[src/verilog/apms_pkg.sv]
// Purpose: Shared constants and types for the amplifier power and mute sequencer
// Assumes: 25 MHz system clock
// Notes: Analog thresholds arrive as comparator levels
package apms_pkg;

    // ----------------------------------------
    // Timing
    // ----------------------------------------
    localparam int CLK_HZ = 25000000;
    localparam int FAST_MUTE_US = 400;
    localparam int FAST_MUTE_CYC = FAST_MUTE_US * (CLK_HZ / 1000000);
    localparam int SOFT_MUTE_US = 20000;
    localparam int SOFT_MUTE_CYC = SOFT_MUTE_US * (CLK_HZ / 1000000);
    localparam int FAULT_CHECK_US = 100;
    localparam int FAULT_CHECK_CYC = FAULT_CHECK_US * (CLK_HZ / 1000000);
    localparam int CNT_W = 20;

    // ----------------------------------------
    // Types
    // ----------------------------------------
    typedef enum logic [1:0] {
        APMS_STB_LOW,
        APMS_STB_MUTE,
        APMS_STB_ON
    } apms_stb_e;

    // Comparator outputs from the analog front end
    typedef struct packed {
        logic vp_below_10v;
        logic vp_below_low_mute;
        logic vp_above_restart;
        logic svr_at_half;
        logic svr_below_0v7;
        logic por_event;
    } apms_sense_s;

    // Analog control strobes toward the amplifier
    typedef struct packed {
        logic ramp_enable;
        logic mute;
        logic fast_mute;
        logic svr_discharge;
        logic ac_ground_cap_discharge;
        logic fault_check;
        logic best_eff_enable;
        logic dc_follow_half_supply;
        logic threshold_7v2;
    } apms_ctrl_s;

endpackage

[src/verilog/apms_stb_decode.sv]
// Purpose: Classifies the standby pin level and the operating mode
// Assumes: Level comparators are synchronous to sys_clk
// Notes: Legacy mode gives three levels, bus mode only low or high
`timescale 1ns/1ps
module apms_stb_decode
(
    input wire logic sys_clk,
    input wire logic rst_n,
    input wire logic address_select_grounded,
    input wire logic stb_above_2v5,
    input wire logic stb_above_5v9,
    output apms_pkg::apms_stb_e stb_level,
    output logic legacy_mode
);
    wire apms_pkg::apms_stb_e next_stb_level;

    // Between 2.5 V and 5.9 V decodes as mute in legacy mode; bus mode reads it as on
    assign next_stb_level = !stb_above_2v5 ? apms_pkg::APMS_STB_LOW :
        (stb_above_5v9 || !address_select_grounded) ? apms_pkg::APMS_STB_ON :
        apms_pkg::APMS_STB_MUTE;

    always_ff @(posedge sys_clk)
    begin
        if (!rst_n)
        begin
            stb_level <= apms_pkg::APMS_STB_LOW;
            legacy_mode <= 1'b0;
        end
        else
        begin
            stb_level <= next_stb_level;
            legacy_mode <= address_select_grounded;
        end
    end
endmodule

[src/verilog/apms_timer.sv]
// Purpose: Reloadable down counter with a done flag
// Assumes: Load takes priority over counting
// Notes: Done holds until the next load
`timescale 1ns/1ps
module apms_timer #(
    parameter int W = 20
)
(
    input wire logic sys_clk,
    input wire logic rst_n,
    input wire logic load,
    input wire logic [W-1:0] load_value,
    output logic done
);
    logic [W-1:0] count;
    wire at_zero = (count == '0);

    always_ff @(posedge sys_clk)
    begin
        if (!rst_n)
        begin
            count <= '0;
            done <= 1'b0;
        end
        else if (load)
        begin
            count <= load_value;
            done <= 1'b0;
        end
        else if (!at_zero)
        begin
            count <= count - 1'b1;
            done <= (count == {{(W-1){1'b0}}, 1'b1});
        end
    end
endmodule

[src/verilog/apms_sequencer.sv]
// Purpose: Power-up, mute and shut-down sequencer of a quad audio amplifier
// Assumes: All inputs synchronous to sys_clk; comparators already filtered
// Notes: Counts shortenable by module parameters
`timescale 1ns/1ps
module apms_sequencer #(
    parameter int FAST_MUTE_CYC = apms_pkg::FAST_MUTE_CYC,
    parameter int SOFT_MUTE_CYC = apms_pkg::SOFT_MUTE_CYC,
    parameter int FAULT_CHECK_CYC = apms_pkg::FAULT_CHECK_CYC
)
(
    input wire logic sys_clk,
    input wire logic rst_n,
    input wire logic address_select_grounded,
    input wire logic stb_above_2v5,
    input wire logic stb_above_5v9,
    input wire logic amplifier_on_bit,
    input wire logic mute_bits,
    input wire logic threshold_7v2_select,
    input wire logic best_eff_request,
    input apms_pkg::apms_sense_s sense,
    output apms_pkg::apms_ctrl_s ctrl,
    output logic power_on_reset_flag,
    output logic diagnostic_flag_pin_out,
    output logic diagnostic_flag_pin_oe_n,
    output logic speaker_check_done
);

    // ----------------------------------------
    // Declarations
    // ----------------------------------------
    typedef enum logic [2:0] {
        S_OFF,
        S_RAMP,
        S_HOLD,
        S_CHECK,
        S_ON,
        S_MUTING,
        S_DISCHARGE
    } apms_state_e;

    apms_state_e state;
    apms_state_e next_state;
    apms_pkg::apms_stb_e stb_level;
    logic legacy_mode;
    logic fast_path;
    logic low_supply_path;
    logic auto_restart;
    logic amp_on_d;
    logic timer_done;
    logic timer_load;
    logic [apms_pkg::CNT_W-1:0] timer_value;

    // ----------------------------------------
    // Pin level decode and delay timer
    // ----------------------------------------
    apms_stb_decode u_stb
    (
        .sys_clk(sys_clk),
        .rst_n(rst_n),
        .address_select_grounded(address_select_grounded),
        .stb_above_2v5(stb_above_2v5),
        .stb_above_5v9(stb_above_5v9),
        .stb_level(stb_level),
        .legacy_mode(legacy_mode)
    );

    apms_timer #(.W(apms_pkg::CNT_W)) u_timer
    (
        .sys_clk(sys_clk),
        .rst_n(rst_n),
        .load(timer_load),
        .load_value(timer_value),
        .done(timer_done)
    );

    // ----------------------------------------
    // Requests
    // ----------------------------------------
    wire bus_on = !legacy_mode && amplifier_on_bit;
    wire pin_on = stb_level != apms_pkg::APMS_STB_LOW;
    wire switch_on = legacy_mode ? pin_on : (bus_on && pin_on);
    wire unmute = legacy_mode ? (stb_level == apms_pkg::APMS_STB_ON)
                              : !mute_bits;
    wire pin_low = stb_level == apms_pkg::APMS_STB_LOW;
    wire use_7v2 = !legacy_mode && threshold_7v2_select;
    wire low_supply = sense.vp_below_low_mute;
    wire amp_on_rise = bus_on && !amp_on_d;
    // Restart needs recovered supply, empty reference cap and no reset flag;
    // legacy mode has no host to clear the flag so the pin level decides.
    wire restart_ok = sense.vp_above_restart && sense.svr_below_0v7 &&
        (legacy_mode || !power_on_reset_flag);
    wire soft_off = !legacy_mode && !amplifier_on_bit;

    // ----------------------------------------
    // State machine
    // ----------------------------------------
    always_comb
    begin
        next_state = state;
        timer_load = 1'b0;
        timer_value = '0;
        unique case (state)
            S_OFF:
            begin
                // A reset flag blocks bus start until the host sets amplifier-on again
                if (auto_restart ? (restart_ok && switch_on) :
                    (switch_on && sense.svr_below_0v7 && !low_supply &&
                    (legacy_mode || amp_on_rise || !power_on_reset_flag)))
                    next_state = S_RAMP;
            end
            S_RAMP:
            begin
                if (pin_low || low_supply || soft_off)
                begin
                    next_state = S_MUTING;
                    timer_load = 1'b1;
                    timer_value = apms_pkg::CNT_W'(FAST_MUTE_CYC);
                end
                else if (sense.svr_at_half)
                    next_state = S_HOLD;
            end
            S_HOLD:
            begin
                if (pin_low || low_supply || soft_off)
                begin
                    next_state = S_MUTING;
                    timer_load = 1'b1;
                    timer_value = apms_pkg::CNT_W'(FAST_MUTE_CYC);
                end
                else if (unmute)
                begin
                    next_state = S_CHECK;
                    timer_load = 1'b1;
                    timer_value = apms_pkg::CNT_W'(FAULT_CHECK_CYC);
                end
            end
            S_CHECK:
            begin
                if (pin_low || low_supply || soft_off)
                begin
                    next_state = S_MUTING;
                    timer_load = 1'b1;
                    timer_value = apms_pkg::CNT_W'(FAST_MUTE_CYC);
                end
                else if (timer_done)
                    next_state = S_ON;
            end
            S_ON:
            begin
                if (pin_low || low_supply)
                begin
                    next_state = S_MUTING;
                    timer_load = 1'b1;
                    timer_value = apms_pkg::CNT_W'(FAST_MUTE_CYC);
                end
                else if (soft_off)
                begin
                    next_state = S_MUTING;
                    timer_load = 1'b1;
                    timer_value = apms_pkg::CNT_W'(SOFT_MUTE_CYC);
                end
                else if (!unmute)
                    next_state = S_HOLD;
            end
            S_MUTING:
            begin
                if (timer_done)
                    next_state = S_DISCHARGE;
            end
            S_DISCHARGE:
            begin
                if (sense.svr_below_0v7)
                    next_state = S_OFF;
            end
        endcase
        // Outputs follow next_state, so a reset event must steer it too
        if (sense.por_event)
        begin
            next_state = S_OFF;
            timer_load = 1'b0;
        end
    end

    // ----------------------------------------
    // Registers
    // ----------------------------------------
    always_ff @(posedge sys_clk)
    begin
        if (!rst_n)
            state <= S_OFF;
        else if (sense.por_event)
            state <= S_OFF;
        else
            state <= next_state;
    end

    always_ff @(posedge sys_clk)
    begin
        if (!rst_n)
        begin
            amp_on_d <= 1'b0;
            fast_path <= 1'b0;
            low_supply_path <= 1'b0;
            auto_restart <= 1'b0;
        end
        else
        begin
            amp_on_d <= bus_on;
            if (timer_load)
            begin
                fast_path <= pin_low || low_supply || state != S_ON;
                low_supply_path <= low_supply;
            end
            // Low-supply shutdown arms the automatic restart
            if (sense.por_event || pin_low || soft_off)
                auto_restart <= 1'b0;
            else if (timer_load && low_supply)
                auto_restart <= 1'b1;
            else if (state == S_RAMP)
                auto_restart <= 1'b0;
        end
    end

    // Power-on flag: reset event sets, amplifier-on rising edge clears, set wins
    always_ff @(posedge sys_clk)
    begin
        if (!rst_n)
            power_on_reset_flag <= 1'b1;
        else if (sense.por_event)
            power_on_reset_flag <= 1'b1;
        else if (amp_on_rise)
            power_on_reset_flag <= 1'b0;
    end

    // ----------------------------------------
    // Outputs
    // ----------------------------------------
    always_ff @(posedge sys_clk)
    begin
        if (!rst_n)
        begin
            ctrl <= '0;
            diagnostic_flag_pin_out <= 1'b0;
            diagnostic_flag_pin_oe_n <= 1'b1;
            speaker_check_done <= 1'b0;
        end
        else
        begin
            ctrl.ramp_enable <= next_state inside {S_RAMP, S_HOLD, S_CHECK, S_ON};
            ctrl.mute <= next_state != S_ON;
            ctrl.fast_mute <= next_state == S_MUTING && (timer_load ?
                (pin_low || low_supply || state != S_ON) : fast_path);
            ctrl.fault_check <= next_state == S_CHECK;
            ctrl.svr_discharge <= next_state == S_DISCHARGE;
            ctrl.ac_ground_cap_discharge <= next_state == S_DISCHARGE && low_supply_path;
            // Start-up and shut-down stay in plain bridge mode
            ctrl.best_eff_enable <= (legacy_mode || best_eff_request) &&
                !sense.vp_below_10v && next_state == S_ON;
            ctrl.dc_follow_half_supply <= sense.vp_below_10v;
            ctrl.threshold_7v2 <= use_7v2;
            // Open-drain: enable low pulls the pin low
            diagnostic_flag_pin_oe_n <= !(power_on_reset_flag && !legacy_mode);
            if (state == S_CHECK && timer_done)
                speaker_check_done <= 1'b1;
            else if (state == S_OFF)
                speaker_check_done <= 1'b0;
        end
    end
endmodule

[config.mk]
export PLATFORM = sky130hd
export DESIGN_NAME = apms_sequencer
export DESIGN_NICKNAME = d
export VERILOG_FILES = /design/src/verilog/apms_pkg.sv /design/src/verilog/apms_stb_decode.sv /design/src/verilog/apms_timer.sv /design/src/verilog/apms_sequencer.sv
export SDC_FILE = /design/constraint.sdc
export NUM_CORES = 1
export LEC_CHECK = 0
export ABC_AREA = 1
export BUFFER_PORTS_ARGS = -buffer_cell sky130_fd_sc_hd__buf_2
export CORE_AREA = 2 2 103 55
export CTS_BUF_LIST = sky130_fd_sc_hd__clkbuf_8 sky130_fd_sc_hd__clkbuf_16
export CTS_CLUSTER_SIZE = 8
export DETAILED_ROUTE_END_ITERATION = 7
export DIE_AREA = 0 0 105 57
export MAX_ROUTING_LAYER = met4
export PLACE_DENSITY = 0.78
export SYNTH_ARGS = -nofsm -noshare
export SYNTH_HDL_FRONTEND = slang
export SYNTH_SLANG_ARGS = --single-unit
[constraint.sdc]
create_clock -name sys_clk -period 1.6 [get_ports sys_clk]
set_clock_uncertainty 0.1 [all_clocks]
set_input_delay 0.32 -clock sys_clk [delete_from_list [all_inputs] [get_ports sys_clk]]
set_output_delay 0.32 -clock sys_clk [all_outputs]
set_load 0.02 [all_outputs]
Yosys cells after proc, flatten, opt, wreduce, memory -nomap -nowiden. Cells that the tools add are included.

Bits in registers: 43. Bits of input ports: 15. Output and inout bits: 13.

Add/subtract/negate cells: 1. Eq/ne operators: 17. Mux-type cells: 38. Bitwise operators: 1. Reductions and logical operators: 49.

Operators by type and width (count): $pmux 19 s3 (1); $mux 20 (2); $mux 3 (13); $mux 19 (2); $mux 14 (2); $pmux 3 s7 (1); $eq 20x1->1 const B (1); $logic_not 20->1 (1); $sub 20x1->20 const B (1); $eq 3x3->1 const B (6); $logic_and 1x1->1 (18); $mux 1 (14); $eq 3x2->1 const B (4); $mux 12 (1); $logic_or 1x1->1 (10); $logic_not 1->1 (9); $reduce_or 2->1 (4); $eq 3x1->1 const B (2); $ne 3x3->1 const B (2); $reduce_bool 2->1 (3); $reduce_bool 4->1 (1); $logic_not 3->1 (1); $pmux 1 s3 (1); $eq 2x2->1 const B (1); 5 further kinds (5).

Longest topological paths before layout. Gate-level depths: netlist of the first run.

Depth after elaboration: 13. Gate-level depth with buffers: 13.

Modules after synthesis. From an unflattened synthesis of the first run, not the netlist that was laid out.

Cells, all modules: 383. Area total of the unflattened synthesis: 2623.8 sq um.

By module, submodules not included: apms_timer (times used 1, cells each 217, area an instance 1421.4 sq um, seq. area each 420.4 sq um); apms_sequencer (times used 1, cells each 156, area an instance 1108.6 sq um, seq. area each 380.4 sq um); apms_stb_decode (times used 1, cells each 10, area an instance 93.8 sq um, seq. area each 60.1 sq um).

Least setup slack after synthesis of the first run. Ideal clock, no wire load.

Path type: register -> register. From: register u_timer.count[0]. To: register u_timer.count[19]. Library setup time: 0.118 ns. Arrival: 1.449 ns. Required time: 1.382 ns. Slack: -0.067 ns. Stages on the path, launching flop included: 11. Path buffers: 1. Path through: dfxtp_1 -> inv_1 -> ha_1 -> nand2_2 -> nor2_4 -> nand2_1 -> nor2_4 -> nand2_4 -> buf_6 -> a21oi_2 -> nor3_2.

Cells in the longest elaborated chain, start to end: 3. Elaborated cells between the ends (all ways): 5. Those cells by class: add/sub: 1; eq/ne: 1; mux: 2; reduce/logical: 1.

Ends and longest elaborated chain: start: declaration (RTL line apms_timer.sv:15) `logic [W-1:0] count;`; start signal: assignment (RTL line apms_timer.sv:27) `count <= load_value;`; start signal: assignment (RTL line apms_timer.sv:32) `count <= count - 1'b1;`; $sub 20x1->20 (RTL line apms_timer.sv:32); $mux 20 (RTL line apms_timer.sv:30) `else if (!at_zero)`; $mux 20 (RTL line apms_timer.sv:25) `else if (load)`.

Parallel ways exist; a longest one is shown, timed or not. The select of a mux whose other input is x is not followed. A chain may end at the register's enable or synchronous reset.

Worst setup path in the final report of the first run.
From: register state[1]. To: register ctrl[6] (netlist bit).

Cells in the longest elaborated chain, start to end: 7. Elaborated cells between the ends (all ways): 29. Those cells by class: eq/ne: 8; mux: 17; reduce/logical: 4.

Ends and longest elaborated chain: start: declaration (RTL line apms_sequencer.sv:41) `apms_state_e state;`; start signal: assignment (RTL line apms_sequencer.sv:194) `state <= next_state;`; $mux 3 (RTL line apms_sequencer.sv:162) `else if (!unmute)`; $mux 3 (RTL line apms_sequencer.sv:156) `else if (soft_off)`; $mux 3 (RTL line apms_sequencer.sv:150) `if (pin_low || low_supply)`; $pmux 3 s7 (RTL line apms_sequencer.sv:102) `unique case (state)`; $mux 3 (RTL line apms_sequencer.sv:177) `if (sense.por_event)`; $eq 3x3->1 (RTL line apms_sequencer.sv:251) `ctrl.fast_mute <= next_state == S_MUTING && (timer_load ?`; $logic_and 1x1->1 * (RTL line apms_sequencer.sv:251); end: declaration (RTL line apms_sequencer.sv:21) `output apms_pkg::apms_ctrl_s ctrl,`.

Mark *: on every way between the ends. The rest lies on a longest branch, timed or not.

==> results_dict.tcl, run 1 <==
set metrics [dict create \
    clkLatencyLatePin_ps 320 \
    cp_max_fo 7 \
    hp-class "primary input to flip-flop" \
    ys_warn_count 0 \
    rsz0062_at_grt "yes" \
    internal-power_w 0.00307 \
    grt_max_degree 15 \
    port_buffers 26 \
    synth_area_um2 2480 \
    cts_num_sinks 43 \
    h-tree-depth 2 \
    fin_crit_ps 1750 \
    drt_iter0_drc 543 \
    fmax_ghz 0.572 \
    gp_congestion 0.994 \
    cts_tree "built" \
    finalHoldViolations 0 \
    routed_wl_um 9390 \
    post-route-util 0.675 \
    placed_cell_area_um2 2990 \
    path_class "flip-flop to flip-flop" \
    mostFrequentLayoutCells "buf_4, nand2_1, inv_1, dfxtp_1, nor2_1" \
    hold_buffers 0 \
    start_util 0.479 \
    detail-route-antenna-nets 0 \
    place_hpwl_um 5240 \
    core_um2 5180 \
    critPathCaptureType "flip-flop" \
    grt.total_usage 0.257 \
    dr.pass1.iters 6 \
    power_frac_comb 0.563 \
    synth_edf_count 0 \
    clk_pin_slew_worst_paths_ps 90 \
    wire_per_inst_um 18.6 \
    drive_gt1_frac 0.464 \
    cts_buffers 5 \
    fillers 378 \
    die_w_um 105 \
    stdcell_area_um2 3500 \
    slew_violations 0 \
    area_delta_synth_final_pct 41.0 \
    layout_setup_ws_ps -147 \
    worstPathRequired_ps 1710 \
    worstPathArrival_ps 1860 \
    syn_nets 362 \
    swShare 0.452 \
    violations "setup timing" \
    p_clk_frac 0.159 \
    power_leakage_nw 1.63 \
    finalSetupViolCount 32 \
    synth_ff_type "dfxtp_1" \
    overflow 0 \
    antenna_found_initial 0 \
    yosysSeqAreaShare 0.347 \
    root_buffer "clkbuf_8" \
    start_kind "flip-flop" \
    async_flop_share 0 \
    dp_worst_setup_slack_ps -136 \
    final_common_cell "buf_4" \
    multi_input_area_um2 1600 \
    drv_cap 0 \
    avgSynthCellArea_um2 7.19 \
    min_period_over_period 1.09 \
    finalPower_w 0.00559 \
    ys_types 42 \
    grt_pass1_wl_um 11500 \
    finalNetCount 447 \
    status "finished, violations left" \
    die_h_um 57 \
    synth_cells 345 \
    peakVddDrop_v 0.000899 \
    netSwitchingPower_w 0.00253 \
    rows 19 \
    seqPwrFrac 0.278 \
    route.detailed.drc 0 \
    ctsLongestPathBuffers 2 \
    synth_seq_cells 43 \
    pin_count 28 \
    die_area_um2 5990 \
    grt_pass1_vias 2339 \
    register_area_um2 887 \
    vias 2979 \
    tns_ps -2480 \
    via_per_inst 5.91 \
    antennaDiodeCount 0 \
    powerDensity_nw_per_um2 1600 \
]
[sequential cells by signal (all words and copies together) (netlist names)]
signal,flops
u_timer.count,20
ctrl,9
state,3
u_stb.stb_level,2
amp_on_d,1
auto_restart,1
diagnostic_flag_pin_oe_n,1
fast_path,1
low_supply_path,1
power_on_reset_flag,1
speaker_check_done,1
u_stb.legacy_mode,1
u_timer.done,1
[synth_stat cells, types with 2 or more instances]
cell type	count	share of area
xor2_1	5	0.018
xnor2_1	5	0.018
nand2_4	4	0.018
nand4_1	9	0.023
nor2_2	8	0.020
nand2_1	73	0.11
nor3_2	4	0.016
inv_1	46	0.070
nand3_2	3	0.012
dfxtp_1	43	0.35
o21ai_1	3	0.0061
nand3_1	19	0.038
inv_2	3	0.0045
a31oi_1	5	0.013
a31oi_2	2	0.010
nor2_1	36	0.054
nand2_2	10	0.025
o21ai_0	8	0.016
inv_4	2	0.0050
buf_6	2	0.0091
nor3_1	8	0.016
a21oi_1	16	0.032
nor2_4	6	0.027
nand3_4	2	0.014
buf_4	5	0.015
ha_1	2	0.010
[through the flow]
stage,hold WS (ps),instances
finish,91.3,504
global placement,349,482
detailed placement,341,482
CTS,103,496
floorplan,313,345
global route,81.4,504
[critical path: stages (launching register included)]
cell and delay [ps]:
dfxtp_4 390, buf_6 140, o21ai_4 140, nand2_2 90, nand2_4 80, nand2_4 90
nand2_8 120, clkinv_8 80, or2_1 250, nand3_2 90, nor3_2 50
[logic make-up (layout without fill, tap and decap cells)]
family,after synthesis,count (layout),synth area share
other,1,1,0.00151
AND/OR/NAND/NOR,187,187,0.391
AO/OA/AOI/OAI,43,43,0.109
buffers and inverters,59,145,0.105
XOR/XNOR,10,10,0.0353
adder cells (fa/ha/maj),2,2,0.0101
flip-flops,43,43,0.347
[routing by layer]
metal | track usage | vias to the layer above | share of wire
met5 | - | - | 0
met2 | 0.353 | 286 | 0.41
met3 | 0.0514 | 94 | 0.13
met4 | 0.0762 | 0 | 0.060
met1 | 0.377 | 1329 | 0.40
li1 | - | 1270 | -
[worst paths after layout]
kind                   start  endpoint  slack [ps]  depth (start not counted)
max reg2reg         state[1]   ctrl[6]        -150                         10
min reg2reg  low_supply_path   ctrl[4]         360                          2
max                 state[1]   ctrl[6]        -150                         10
min                 sense[5]   ctrl[1]          90                          3
[power by group through the flow]
stage          combinational [W]  sequential, W  clock, W
2_1_floorplan            0.00162        0.00146         0
3_3_place_gp             0.00239        0.00150         0
3_5_place_dp             0.00245        0.00150         0
4_1_cts                  0.00259        0.00148  0.000881
5_1_grt                  0.00329        0.00156  0.000945
6_report                 0.00315        0.00155  0.000889
[timing repair]
action | CTS | global route
setup endpoints to repair | 31 | 33
cloned | 0 | 0
gates resized for setup | 37 | 57
setup buffers | 6 | 8
pin swaps | 12 | 21
[cell type report]
| cell class | instances | area share |
|---|---|---|
| well taps | 73 | 0.0261 |
| clock buffers | 5 | 0.0197 |
| clock inverters | 3 | 0.0125 |
| flip-flops and latches | 43 | 0.254 |
| repair buffers | 86 | 0.171 |
| inverters | 51 | 0.0590 |
| multi-input cells | 243 | 0.458 |
Power figures use the tool's default switching activity.
==> run 2: changes to the inputs <==
Settings changed: RECOVER_POWER set to 50.
==> results_dict.tcl, run 2 (synthesized netlist as in run 1, its figures left out) <==
set metrics [dict create \
    top_regs "u_timer.count: 20 flops, ctrl: 9 flops, state: 3 flops" \
    die_area_um2 5990 \
    h-tree-depth 2 \
    final_common_cell "buf_4" \
    grt.total_usage 0.257 \
    grt_max_degree 15 \
    power_frac_comb 0.562 \
    largest_reg_flops 20 \
    regMostFlops "u_timer.count" \
    seqPwrFrac 0.278 \
    fillers 378 \
    drive_gt1_frac 0.462 \
    dr.pass1.iters 8 \
    swShare 0.450 \
    min_period_over_period 1.09 \
    cpPeakStageDelay_ps 400 \
    vias 2953 \
    internal-power_w 0.00307 \
    relSlewSlack 0.584 \
    port_buffers 26 \
    fmax_ghz 0.572 \
    path_class "flip-flop to flip-flop" \
    ctsLongestPathBuffers 2 \
    peakVddDrop_v 0.000900 \
    fin_crit_ps 1750 \
    die_w_um 105 \
    clkLatencyLatePin_ps 320 \
    route.detailed.drc 2 \
    hold_ws_ps 87.7 \
    stdcell_area_um2 3500 \
    layout_setup_ws_ps -148 \
    cts_tree "built" \
    violations "DRC, setup timing" \
    start_util 0.479 \
    antenna_found_initial 0 \
    area_delta_synth_final_pct 41.0 \
    finalHoldViolations 0 \
    gp_congestion 0.994 \
    start_kind "flip-flop" \
    pin_count 28 \
    root_buffer "clkbuf_8" \
    detail-route-antenna-nets 0 \
    netSwitchingPower_w 0.00251 \
    grt_pass1_vias 2339 \
    power_leakage_nw 1.62 \
    die_h_um 57 \
    worstPathRequired_ps 1710 \
    rsz0062_at_grt "yes" \
    drt_iter0_drc 545 \
    hp-class "primary input to flip-flop" \
    routed_wl_um 9360 \
    clk_pin_slew_worst_paths_ps 90 \
    critPathCaptureType "flip-flop" \
    antennaDiodeCount 0 \
    placed_cell_area_um2 2990 \
    cp_max_fo 7 \
    final_cells 504 \
    wire_per_inst_um 18.6 \
    status "finished, violations left" \
    drv_cap 0 \
    finalSetupViolCount 31 \
    hold_buffers 0 \
    worst_slew_pin_slew_ps 624 \
    mostFrequentLayoutCells "buf_4, nand2_1, inv_1, dfxtp_1, nor2_1" \
    cts_num_sinks 43 \
    overflow 0 \
    powerDensity_nw_per_um2 1600 \
    via_per_inst 5.86 \
    critPathSlowestCell "dfxtp_4" \
    placed_cells 482 \
    finalNetCount 447 \
    worstPathArrival_ps 1860 \
    grt_pass1_wl_um 11500 \
    place_hpwl_um 5240 \
    critPathMostFrequentCell "nand2_4" \
    p_clk_frac 0.160 \
    slew_violations 0 \
    rows 19 \
    core_um2 5180 \
    cts_buffers 5 \
    crit_chain "buf_6 > o21ai_4 > nand2_2 > nand2_4 > nand2_4 > nand2_8 > clkinv_8 > or2_1 > nand3_2 > nor3_2" \
]
## run 2: cell types whose count changed in the layout (fill, tap and decap cells not counted), sizes merged
| cell | before | now |
|---|---|---|
| buf | 86 | 85 |
| clkbuf | 5 | 6 |
## run 2: power by group through the flow
stage	Combinational [W]	Clock (W)	Sequential, W
2_1_floorplan	0.00162	0	0.00146
3_3_place_gp	0.00239	0	0.00150
3_5_place_dp	0.00245	0	0.00150
4_1_cts	0.00259	0.000881	0.00148
5_1_grt	0.00329	0.000945	0.00156
6_report	0.00314	0.000890	0.00155
## run 2: final timing paths
check	depth (start not counted)	endpoint	startpoint	slack (ps)
setup / recovery	10	ctrl[6]	state[1]	-150
hold / removal	3	ctrl[1]	sense[5]	90
setup reg to reg	10	ctrl[6]	state[1]	-150
hold reg to reg	2	ctrl[4]	low_supply_path	360
## run 2: routing by layer
metal	wire, um	track usage
met5	0	-
met4	510	0.0762
met3	1350	0.0514
met2	3850	0.353
met1	3660	0.377
## run 2: per-stage QoR
| step | total power, W | utilization | worst slack [ps] | setup TNS [ps] |
|---|---|---|---|---|
| 4_1_cts | 0.00495 | 0.628 | -8.46 | -16.3 |
| 5_1_grt | 0.00580 | 0.675 | -224 | -4300 |
| 3_5_place_dp | 0.00395 | 0.578 | -136 | -2210 |
| 6_report | 0.00558 | 0.675 | -148 | -2430 |
| 3_3_place_gp | 0.00389 | 0.578 | -57.6 | -788 |
| 2_1_floorplan | 0.00307 | - | 30.1 | 0 |
## run 2: final cells by class
| class | instances | area, um2 | share of cell area |
|---|---|---|---|
| clock inverter | 3 | 43.8 | 0.0125 |
| inverter | 51 | 206 | 0.0591 |
| tap | 73 | 91.3 | 0.0261 |
| timing repair buffer | 86 | 596 | 0.170 |
| multi-input combinational | 243 | 1600 | 0.458 |
| clock buffer | 5 | 68.8 | 0.0197 |
| sequential | 43 | 887 | 0.254 |
## run 2: critical path, delay by kind of cell, from the launching register on
kind | cells | cell delay (ps)
and+or+nand+nor | 7 | 770
DFF | 1 | 400
buffers and inverters | 2 | 230
AOI/OAI and AO/OA | 1 | 140
## run 2: repair_timing
action,4_1_cts,5_1_grt
setup buffers,6,8
hold endpoints to repair,0,0
gates resized for setup,37,57
pin swaps,12,21
endpoints found under the setup margin,31,33
==> run 3: changes to the inputs <==
Settings changed: CORE_AREA 2 2 103 55 to 2 2 106 57, DIE_AREA 0 0 105 57 to 0 0 108 59, PLACE_DENSITY 0.78 to 0.77, SYNTH_HIERARCHICAL set to 1.
==> results_dict.tcl, run 3 <==
set metrics [dict create \
    synth_top_area_cell "dfxtp_1" \
    root_buffer "clkbuf_8" \
    fin_crit_ps 1730 \
    finalHoldViolations 0 \
    path_class "flip-flop to flip-flop" \
    grt_max_degree 17 \
    largest_reg_flops 20 \
    antenna_found_initial 0 \
    mostFrequentLayoutCells "nand2_1, buf_4, inv_1, nor2_1, dfxtp_1" \
    critPathSlowestCell "dfxtp_4" \
    cpPeakStageDelay_ps 380 \
    die_h_um 59 \
    ys_warn_count 6 \
    stdcell_area_um2 3600 \
    final_common_cell "nand2_1" \
    gp_congestion 0.915 \
    power_leakage_nw 1.63 \
    route.detailed.drc 0 \
    grt_pass1_wl_um 12100 \
    finalNetCount 480 \
    crit_buf_inv 4 \
    final_cells 536 \
    slew_violations 0 \
    cts_num_sinks 43 \
    worstPathArrival_ps 1800 \
    hp-class "primary input to flip-flop" \
    routed_wl_um 8240 \
    die_w_um 108 \
    yosysSeqAreaShare 0.328 \
    hold_buffers 0 \
    avgSynthCellArea_um2 6.85 \
    synth_common_cells "nand2_1, nor2_1, dfxtp_1" \
    synth_top_area_frac 0.328 \
    clk_pin_slew_worst_paths_ps 80 \
    synth_area_um2 2620 \
    area_delta_synth_final_pct 37.1 \
    detail-route-antenna-nets 0 \
    finalSetupViolCount 31 \
    h-tree-depth 2 \
    pin_count 28 \
    via_per_inst 5.41 \
    start_util 0.491 \
    critPathMostFrequentCell "nand2_2" \
    yosys-top-cells-area "dfxtp_1, nand2_1, nor2_1" \
    vias 2902 \
    rsz0062_at_grt "yes" \
    worstPathRequired_ps 1660 \
    overflow 0 \
    drive_gt1_frac 0.408 \
    layout_setup_ws_ps -132 \
    top_regs "u_timer/count: 20 flops, ctrl: 9 flops, state: 3 flops" \
    grt.total_usage 0.255 \
    dr.pass1.iters 5 \
    antennaDiodeCount 0 \
    drt_iter0_drc 139 \
    post-route-util 0.673 \
    relSlewSlack 0.614 \
    regMostFlops "u_timer/count" \
    synth_seq_cells 43 \
    die_area_um2 6370 \
    crit_chain "inv_1 > nand2_2 > nor2_4 > nand2_2 > nand2_2 > nand2_4 > inv_8 > clkinv_8 > nand2_8 > inv_8 > nand2_1 > a21oi_1" \
    violations "setup timing" \
    core_um2 5350 \
    start_kind "flip-flop" \
    fmax_ghz 0.577 \
    rows 19 \
    worst_slew_pin_slew_ps 578 \
    cp_top_family "simple AND/OR/NAND/NOR gates" \
    synth_edf_count 0 \
    placed_cells 516 \
    synth_ff_type "dfxtp_1" \
    cts_buffers 5 \
    peakVddDrop_v 0.000759 \
    yosysMostFrequentCell "nand2_1" \
    powerDensity_nw_per_um2 1630 \
    ctsLongestPathBuffers 2 \
    synth_cells 383 \
    place_hpwl_um 4940 \
    grt_pass1_vias 2625 \
    placed_cell_area_um2 3090 \
    dp_worst_setup_slack_ps -165 \
    async_flop_share 0 \
    ys_types 43 \
    cp_max_fo 11 \
    hold_ws_ps 101 \
    status "finished, violations left" \
    min_period_over_period 1.08 \
    wire_per_inst_um 15.4 \
    port_buffers 26 \
    clkLatencyLatePin_ps 310 \
    critPathCaptureType "flip-flop" \
    cts_tree "built" \
    drv_cap 0 \
]
-- run 3: cell count changes in the layout (fill, tap and decap cells not counted), moves of 6 or more --
| cell | previous run | this run |
|---|---|---|
| nand2_4 | 11 | 4 |
| conb_1 | 1 | 7 |
| nor2_2 | 8 | 18 |
| nor2_1 | 28 | 38 |
| nand2_1 | 52 | 81 |
| buf_4 | 54 | 44 |
-- run 3: layer usage --
layer / up-vias / share of wire / track usage
met5: - / 0 / -
met4: 0 / 0.042 / 0.0916
met3: 33 / 0.070 / 0.0495
met2: 151 / 0.49 / 0.447
met1: 1343 / 0.40 / 0.298
li1: 1375 / - / -
-- run 3: where the power goes --
group          internal, W  switching (W)
Sequential         0.00129       0.000222
Clock             0.000618       0.000400
Combinational      0.00132        0.00203
Total              0.00322        0.00265
-- run 3: final cells by class --
class                   instances  area (um2)
clock buffers                   5        68.8
clock inverters                 3        63.8
fillers                       383        1750
inverters                      46         205
multi-input cells             291        1770
flip-flops and latches         43         873
well taps                      73        91.3
repair buffers                 75         528
-- run 3: worst reg2reg max path: stages, from the launching register on --
cell	delay, ps
dfxtp_4	380
inv_1	80
nand2_2	90
nor2_4	150
nand2_2	100
nand2_2	100
nand2_4	80
inv_8	90
clkinv_8	80
nand2_8	100
inv_8	60
nand2_1	110
a21oi_1	90
-- run 3: worst paths after layout --
path / startpoint / to / slack (ps) / cells past startpoint
hold / removal: sense[5] / ctrl[1] / 100 / 3
hold reg to reg: low_supply_path / ctrl[4] / 360 / 2
setup reg to reg: state[0] / u_timer/count[7] / -130 / 12
setup / recovery: state[0] / u_timer/count[7] / -130 / 12
-- run 3: cells by family (layout without fill, tap and decap cells) --
kind of cell,count (synthesis),after routing,share of synthesized area
buf+inv,55,129,0.0911
fa+ha+maj,3,3,0.0143
compound gates,43,43,0.0968
other cells,1,7,0.00143
simple gates,233,233,0.452
flops,43,43,0.328
xor+xnor,5,5,0.0167
-- run 3: timing repair --
| item | CTS | global route |
|---|---|---|
| endpoints found under the setup margin | 27 | 34 |
| resized for setup | 37 | 49 |
| hold endpoints to repair | 0 | 0 |
| pin swaps | 21 | 17 |
| setup buffers | 12 | 1 |
-- run 3: stage by stage --
stage                     power, W  TNS, ps
after CTS                  0.00555     -463
after floorplan            0.00362    -80.0
after detailed placement   0.00446    -2710
after global routing       0.00628    -3960
final                      0.00587    -2010
after global placement     0.00442    -1940
